<file path="config.mk">
export PLATFORM = sky130hd
export DESIGN_NAME = bsl_gen_ctrl
export DESIGN_NICKNAME = d
export VERILOG_FILES = /design/src/pkg/bsl_pkg.sv /design/src/hdl/bsl_remap.sv /design/src/hdl/bsl_gen_ctrl.sv
export SDC_FILE = /design/constraint.sdc
export NUM_CORES = 1
export LEC_CHECK = 0
export BUFFER_PORTS_ARGS = -buffer_cell sky130_fd_sc_hd__buf_2
export CORE_MARGIN = 4
export CORE_UTILIZATION = 29
export DETAILED_ROUTE_END_ITERATION = 10
export HOLD_SLACK_MARGIN = 0.12
export PLACE_DENSITY = 0.7
export RECOVER_POWER = 25
export SLEW_MARGIN = 20
export SYNTH_ARGS = -nofsm -noshare
export SYNTH_HDL_FRONTEND = slang
export SYNTH_SLANG_ARGS = --single-unit
</file>
<file path="constraint.sdc">
create_clock -name core_clk -period 3.1 [get_ports core_clk]
set_input_delay 0.465 -clock core_clk [delete_from_list [all_inputs] [get_ports core_clk]]
set_output_delay 0.465 -clock core_clk [all_outputs]
set_load 0.1 [all_outputs]
</file>
<file path="src/pkg/bsl_pkg.sv">
// shared constants for the boot status lamp and general control block
package bsl_pkg;
    // ******************************************************************
    // register map (byte addresses on the apb slave)
    // ******************************************************************
    localparam logic [11:0] BSL_GCR_OFF = 12'h000;
    localparam logic [11:0] BSL_STAT_OFF = 12'h004;

    // ******************************************************************
    // general control register field layout
    // ******************************************************************
    localparam int BSL_OVL_BIT = 3;
    localparam int BSL_CODE_LSB = 8;
    localparam int BSL_CODE_MSB = 12;
    localparam int BSL_EXEC_BIT = 13;
    localparam int BSL_CC_BIT = 14;
    localparam int BSL_ERR_BIT = 15;
    localparam logic [31:0] BSL_GCR_MASK = 32'h0000_ff08;
    localparam logic [31:0] BSL_GCR_RST = 32'h0000_0000;

    // ******************************************************************
    // status register field layout
    // ******************************************************************
    localparam int BSL_STAT_OVL_BIT = 0;
    localparam int BSL_STAT_SEEN_BIT = 1;
    localparam logic BSL_SEEN_RST = 1'b0;

    // ******************************************************************
    // address overlay
    // ******************************************************************
    localparam logic [31:0] BSL_RESET_ADDR = 32'h0000_0000;
    localparam logic [31:0] BSL_ROM_BASE = 32'h8000_0000;
    localparam logic [31:0] BSL_ROM_WINDOW = 32'h0000_0008;
endpackage

</file>
<file path="src/hdl/bsl_remap.sv">
// address overlay that folds low processor addresses onto the rom base
`timescale 1ns/100ps
`default_nettype none
module bsl_remap
    import bsl_pkg::*;
#(
    parameter logic [31:0] WINDOW = BSL_ROM_WINDOW
) (
    input wire logic rom_overlay_n,
    input wire logic [31:0] addr_in,
    output logic [31:0] addr_out,
    output logic hit
);
    // ******************************************************************
    // remap path
    // ******************************************************************
    // combinational on purpose: a register here would add a cycle to
    // every processor access, not only to the reset fetch
    always_comb begin
        hit = !rom_overlay_n && ((addr_in - BSL_RESET_ADDR) < WINDOW);
        addr_out = hit ? (BSL_ROM_BASE | (addr_in - BSL_RESET_ADDR)) : addr_in;
    end
endmodule
`default_nettype wire

</file>
<file path="src/hdl/bsl_gen_ctrl.sv">
// general control register with front panel lamps and rom overlay, apb slave
//
// Contract
// the five code lamps show a five-bit code, msb on the highest lamp and lsb on the lowest.
// the error flag lamp is lit for an error code and dark for a progress code.
// the rom execution lamp shows rom versus ram execution in boot and user mode later.
// the compiled code lamp is lit while the loader runs compiled code and is idle later.
// a reset clears the general control register so every output is driven low.
// that clearing lights all lamps, since a low output means a lit lamp.
// the active-low rom overlay control sits at bit 3 and is asserted after reset.
// while the overlay is asserted, accesses at address zero go to the rom base.
// in its first step the processor releases the overlay and darkens all lamps but rom exec.
// the processor shows code 1f with the error lamp dark once the loader runs.
// every lamp and control output holds the last written value until a write or reset.
//
// The address map and the APB register port are this design's own decisions.
`timescale 1ns/100ps
`default_nettype none
module bsl_gen_ctrl
    import bsl_pkg::*;
#(
    parameter logic [31:0] ROM_WINDOW = BSL_ROM_WINDOW
) (
    input wire logic core_clk,
    input wire logic rstn,
    input wire logic psel,
    input wire logic penable,
    input wire logic pwrite,
    input wire logic [11:0] paddr,
    input wire logic [31:0] pwdata,
    input wire logic [3:0] pstrb,
    output logic [31:0] prdata,
    output logic pready,
    output logic pslverr,
    input wire logic [31:0] cpu_addr,
    input wire logic cpu_valid,
    output logic [31:0] mapped_addr,
    output logic rom_overlay_n,
    output logic [4:0] code_lamp_n,
    output logic rom_exec_lamp_n,
    output logic compiled_code_lamp_n,
    output logic error_flag_lamp_n
);
    // ******************************************************************
    // apb decode
    // ******************************************************************
    logic setup;
    logic access;
    logic hit_gcr;
    logic hit_stat;
    logic wr_gcr;
    logic wr_stat;
    logic remap_hit;

    // decode in both phases; the master holds address through access
    always_comb begin
        setup = psel && !penable;
        access = psel && penable;
        hit_gcr = (paddr == BSL_GCR_OFF);
        hit_stat = (paddr == BSL_STAT_OFF);
        wr_gcr = access && pwrite && hit_gcr;
        wr_stat = access && pwrite && hit_stat;
    end

    // zero wait states: read data and error are latched in the setup cycle
    assign pready = 1'b1;

    // ******************************************************************
    // general control register
    // ******************************************************************
    logic [31:0] gcr_r;
    logic [31:0] gcr_nxt;

    // only lanes 0 and 1 carry defined bits; other bits are not stored
    always_comb begin
        gcr_nxt = gcr_r;
        if (wr_gcr) begin
            if (pstrb[0]) begin
                gcr_nxt[7:0] = pwdata[7:0] & BSL_GCR_MASK[7:0];
            end
            if (pstrb[1]) begin
                gcr_nxt[15:8] = pwdata[15:8] & BSL_GCR_MASK[15:8];
            end
        end
    end

    always_ff @(posedge core_clk or negedge rstn) begin
        if (!rstn) begin
            gcr_r <= BSL_GCR_RST;
        end else begin
            gcr_r <= gcr_nxt;
        end
    end

    // outputs follow the register bits directly; low lights a lamp
    always_comb begin
        rom_overlay_n = gcr_r[BSL_OVL_BIT];
        code_lamp_n = gcr_r[BSL_CODE_MSB:BSL_CODE_LSB];
        rom_exec_lamp_n = gcr_r[BSL_EXEC_BIT];
        compiled_code_lamp_n = gcr_r[BSL_CC_BIT];
        error_flag_lamp_n = gcr_r[BSL_ERR_BIT];
    end

    // ******************************************************************
    // address overlay and remap tracking
    // ******************************************************************
    bsl_remap #(
        .WINDOW(ROM_WINDOW)
    ) u_remap (
        .rom_overlay_n(rom_overlay_n),
        .addr_in(cpu_addr),
        .addr_out(mapped_addr),
        .hit(remap_hit)
    );

    logic seen_r;
    logic seen_nxt;

    // sticky flag of a remapped access; a new hit wins over a clear
    always_comb begin
        seen_nxt = seen_r;
        if (wr_stat && pstrb[0] && pwdata[BSL_STAT_SEEN_BIT]) begin
            seen_nxt = 1'b0;
        end
        if (cpu_valid && remap_hit) begin
            seen_nxt = 1'b1;
        end
    end

    always_ff @(posedge core_clk or negedge rstn) begin
        if (!rstn) begin
            seen_r <= BSL_SEEN_RST;
        end else begin
            seen_r <= seen_nxt;
        end
    end

    // ******************************************************************
    // read data and slave error
    // ******************************************************************
    logic [31:0] rdata_r;
    logic [31:0] rdata_nxt;
    logic err_r;
    logic err_nxt;

    // unmapped addresses answer with pslverr and zero data
    always_comb begin
        rdata_nxt = rdata_r;
        err_nxt = err_r;
        if (setup) begin
            rdata_nxt = 32'h0000_0000;
            err_nxt = !(hit_gcr || hit_stat);
            if (hit_gcr) begin
                rdata_nxt = gcr_r;
            end
            if (hit_stat) begin
                rdata_nxt[BSL_STAT_OVL_BIT] = !rom_overlay_n;
                rdata_nxt[BSL_STAT_SEEN_BIT] = seen_r;
            end
        end
    end

    always_ff @(posedge core_clk or negedge rstn) begin
        if (!rstn) begin
            rdata_r <= 32'h0000_0000;
            err_r <= 1'b0;
        end else begin
            rdata_r <= rdata_nxt;
            err_r <= err_nxt;
        end
    end

    assign prdata = rdata_r;
    assign pslverr = access && err_r;

    // ******************************************************************
    // checks
    // ******************************************************************
    logic up_r;

    // marks the first cycle after reset release
    always_ff @(posedge core_clk or negedge rstn) begin
        if (!rstn) begin
            up_r <= 1'b0;
        end else begin
            up_r <= 1'b1;
        end
    end
endmodule
`default_nettype wire

</file>
==> Word level (Yosys, flattened, before mapping) <==
Cells that the tools add are included.
{ "word_totals": {"reg_bits": 43, "in_bits": 86, "out_inout_bits": 75, "word_cells": 30} }
{ "op_classes": {"magnitude_cmp": 1, "eq_ne": 1, "muxes": 5, "n_reduce_logical": 18} }
{ "ops": {"columns": ["op", "count"], "rows": [
  ["32-bit by 4-bit < comparator with 1-bit output (second input constant)", 1],
  ["32-bit two-way mux", 1],
  ["16-bit two-way mux", 1],
  ["12-bit by 3-bit equality test with 1-bit output (second input constant)", 1],
  ["12-bit zero test", 1],
  ["1-bit logical AND", 10],
  ["2-bit AND reduction", 2],
  ["1-bit zero test", 3],
  ["1-bit two-way mux", 2],
  ["2-bit two-way mux", 1],
  ["2-bit nonzero test", 1],
  ["1-bit logical OR", 1]
]} }

==> Longest topological paths before layout <==
{ "logic_depth": {"depth_word": 7, "mapped_depth": 5, "mapped_depth_nobuf": 4} }

==> By module <==
Synthesis repeated with hierarchy kept, for this count alone.
{ "hier_totals": {"hier_cells": 155, "area_unflattened_um2": 1441.4} }
{ "by_module_without_submodules": {"columns": ["mod", "instances", "cells_per_inst", "area_each_um2", "seq_area_each_um2"], "rows": [
  ["bsl_gen_ctrl", 1, 112, 1132.3, 550.5],
  ["bsl_remap", 1, 43, 309.0, 0.0]
]} }

==> Least setup slack after synthesis <==
No wires, ideal clock.
{ "synth_timing": {"path_kind": "register to output", "start": "register gcr_r[3]", "end": "output mapped_addr[31]", "arrival_ns": 1.807, "t_required_ns": 2.635, "path_slack_ns": 0.828, "path_stages_with_launch": 5, "path_buffers": 0, "cell_sequence": "dfrtp_1 > nor4_1 > nand4_1 > nor2_1 > or2_2"} }
{ "synth_via": {"elab_chain_len": 3} }
{ "synth_rtl": {"columns": ["item", "line_no", "source"], "rows": [
  ["start: declaration", "bsl_gen_ctrl.sv:71", "logic [31:0] gcr_r;"],
  ["start signal: assignment", "bsl_gen_ctrl.sv:91", "gcr_r <= gcr_nxt;"],
  ["1-bit zero test", "bsl_remap.sv:20", "hit = !rom_overlay_n && ((addr_in - BSL_RESET_ADDR) < WINDOW);"],
  ["1-bit logical AND", "bsl_remap.sv:20", null],
  ["32-bit two-way mux", "bsl_remap.sv:21", "addr_out = hit ? (BSL_ROM_BASE | (addr_in - BSL_RESET_ADDR)) : addr_in;"],
  ["end: declaration", "bsl_gen_ctrl.sv:37", "output logic [31:0] mapped_addr,"]
]} }
Every way passes these cells.

==> Worst setup path after layout <==
Ends and elaborated chain as after synthesis.

==> impl_metrics.csv <==
group,metric,value,unit
cts,cts.htree.levels,1,
setup_path,startpoint_type,"flip-flop",
logic_synthesis,yosysTopAreaCell,"sky130_fd_sc_hd__dfrtp_1",
route,wl,3320,um
cells_and_area,postLayoutCoreUtil,37.6,%
die,initial_utilization,30.6,%
route,routed-via-count,1133,
die,placement_rows,24,
logic_synthesis,synth-seq-cells,22,
job,maxCapViolations,0,
global_route,grt_first_pass_wirelength,5240,um
logic_synthesis,area_share_of_the_largest_cell_type_after_synthesis,40.5,%
logic_synthesis,synth_top_flop_cell,"sky130_fd_sc_hd__dfrtp_1",
setup_path,worst-r2r-setup-slack,1.73,ns
setup_path,worstPathArrival,1.93,ns
route,avg_wl_per_cell,12.9,um
setup_path,timing.setup.critical_path_class,"reg2out",
cts,path_clk_slew,0.07,ns
cts,clock-sinks,22,
worst_hold_path,min_path_type,"in2async",
global_route,grt_use_total,10.8,%
logic_synthesis,synth_area_leaders,"sky130_fd_sc_hd__dfrtp_1, sky130_fd_sc_hd__buf_4, sky130_fd_sc_hd__mux2_2",
timing,layout_setup_ws,0.704,ns
logic_synthesis,netlist_top_cells_count,"sky130_fd_sc_hd__buf_4, sky130_fd_sc_hd__dfrtp_1, sky130_fd_sc_hd__a22o_1",
route,drcViolationCount,0,
cells_and_area,proportion_of_layout_cells_with_a_drive_suffix_above_1,59.7,%
die,die_width,76.5,um
logic_synthesis,ys_async_sr_fraction,100,%
timing,finalClockSkew,0.000545,ns
timing,max_freq,417,MHz
die,area_of_the_core,4440,sq um
setup_path,worst_ep_required_time,2.63,ns
placed_design,finalWeightedCongestion,0.682,
timing,grt_setup_unrepaired,"no",
route,drt_pre_antenna_iters,2,
cells_and_area,areaGrowthSynthToFinish,22.9,%
cts,cts_tree,"done",
placed_design,place.port_buffers,108,
timing,hold-worst-slack,0.419,ns
route,drt_iter0_markers,7,
setup_path,r2r-end,"seen_r",
die,design.portCount,161,
setup_path,timing.critical_path.to_type,"primary output",
logic_synthesis,number_of_cells_produced_by_synthesis,131,
global_route,grt_pass1_vias,1124,
pwr,fin_total_pwr,802,uW
global_route,grt_start_max_net_pins,23,
global_route,globalRoute.totalOverflow,0,
setup_path,timing.critical_path.fanout_max,5,
die,die_h,76.5,um
timing,total_count_of_max_transition_violations_in_the_final_report,0,
status,result_of_the_run,"complete, no violations",
pwr,vdd_ir_drop_max,0.203,mV
logic_synthesis,synth_enable_flop_cells,0,
pwr,power-per-cell-area,480,nW/um^2
logic_synthesis,synth.cell_area,1360,sq um
placed_design,preCtsSetupSlack,0.817,ns
timing,worst_pin_slew,1.15,ns
cts,cts_inserted_buffers,3,
pwr,p_leak,0.000985,uW
route,final_antenna_net_count,0,
timing,setup_viol,0,
setup_path,reg2reg_from,"gcr_r[3]",
logic_synthesis,synth_seq_area_share,40.5,%
route,detail_route.vias_per_cell,4.39,
cts,clockBufferDepth,2,
timing,post_layout_minimum_cycle_time,2.40,ns
cts,cts.root.buffer_cell,"sky130_fd_sc_hd__clkbuf_8",
logic_synthesis,ys_types,22,
timing,timing.max_slew.rel_slack,23.0,%
cells_and_area,finalNetCount,294,
timing,hold_viol,0,
cells_and_area,n_antenna_cell,0,
placed_design,dpl.hpwl,2870,um
die,die_area,5850,sq um
cts,clk_latency,0.25,ns
setup_path,worst-r2r-cell-count,4,
logic_synthesis,yosys.cell_count.top_type,"sky130_fd_sc_hd__buf_4",
timing,finalCritPeriodShare,77.3,%
cts,cts_repair_resize_count,0,
cts,count_of_buffers_added_by_post_cts_timing_repair_for_setup,0,
cts,ctsHoldBuffers,0,
global_route,number_of_antenna_violations_at_the_first_check_in_global_routing,0,
logic_synthesis,syn-mean-instance-area,10.4,sq um
logic_synthesis,synth.yosys.warnings,0,
timing,totalNegativeSetupSlack,0,ns
[final cells by class]
cell class	instances	area (sq um)
Fill cell	460	2770
Multi-Input combinational cell	73	475
Tap cell	52	65.1
Sequential cell	22	551
Timing Repair Buffer	108	539
Clock buffer	3	41.3
[power breakdown]
part	switching, uW	internal [uW]	leakage, uW
logic	302	43.0	0.000658
clock network	80.6	86.3	0.0000216
registers	0.865	288	0.000305
total	384	418	0.000985
[cells in the final DEF (no fill, tap or decap)]
cell type and instances:
sky130_fd_sc_hd__a32o_1 1, sky130_fd_sc_hd__nor3_4 1, sky130_fd_sc_hd__and3_1 1, sky130_fd_sc_hd__nor4_1 9
sky130_fd_sc_hd__and4_1 1, sky130_fd_sc_hd__nor3b_1 1, sky130_fd_sc_hd__mux2_2 9, sky130_fd_sc_hd__o21ai_0 2
sky130_fd_sc_hd__clkbuf_8 3, sky130_fd_sc_hd__clkbuf_1 1, sky130_fd_sc_hd__a22o_1 10, sky130_fd_sc_hd__and3_2 1
sky130_fd_sc_hd__nor3_2 1, sky130_fd_sc_hd__nand2_1 2, sky130_fd_sc_hd__nand3_1 2, sky130_fd_sc_hd__nor3_1 1
sky130_fd_sc_hd__dfrtp_1 22, sky130_fd_sc_hd__buf_2 107, sky130_fd_sc_hd__or2_2 1, sky130_fd_sc_hd__nand2b_1 1
sky130_fd_sc_hd__nor2_1 3, sky130_fd_sc_hd__conb_1 22, sky130_fd_sc_hd__nand4_1 4
[cell families (layout without fill, tap and decap cells)]
logic type      Yosys count  after routing  share of synthesized area [%]
compound gates           13             13                           7.91
buf+inv                  56            111                           30.1
flops                    22             22                           40.5
mux                       9              9                           7.45
other cells               2             22                          0.552
simple gates             29             29                           13.5
[worst max-delay path by stage]
stage / start / endpoint / slack (ns) / cells past startpoint
3_3_place_gp: cpu_addr[17] / mapped_addr[31] / 0.79 / 6
2_1_floorplan: gcr_r[3] / mapped_addr[31] / 0.83 / 4
4_1_cts: gcr_r[3] / mapped_addr[31] / 0.64 / 5
5_1_grt: gcr_r[3] / mapped_addr[31] / 0.55 / 5
3_5_place_dp: cpu_addr[17] / mapped_addr[31] / 0.82 / 6
6_report: gcr_r[3] / mapped_addr[31] / 0.70 / 5
[critical path, cell delays in order (launching register included)]
cell and delay [ns]:
sky130_fd_sc_hd__dfrtp_1 0.43, sky130_fd_sc_hd__nor4_1 0.37, sky130_fd_sc_hd__nand4_1 0.16, sky130_fd_sc_hd__nor2_1 0.18, sky130_fd_sc_hd__or2_2 0.13, sky130_fd_sc_hd__buf_2 0.41
[sequential cells by signal, indices dropped and copies added, names as in the netlist]
name / count
gcr_r: 9
seen_r: 1
prdata: 11
err_r: 1
[metrics by stage]
stage | area, sq um | instances
2_1_floorplan | 1440 | 151
3_3_place_gp | 1630 | 255
3_5_place_dp | 1630 | 255
4_1_cts | 1670 | 258
5_1_grt | 1670 | 258
6_report | 1670 | 258
[routing by layer]
layer,track usage (%),vias to the layer above,share of wire (%)
li1,-,536,-
met1,10.8,518,36
met2,20.5,71,51
met3,3.43,8,10
met4,3.99,0,1.7
met5,0,-,0
No activity file was read; power rests on OpenSTA's default activity.
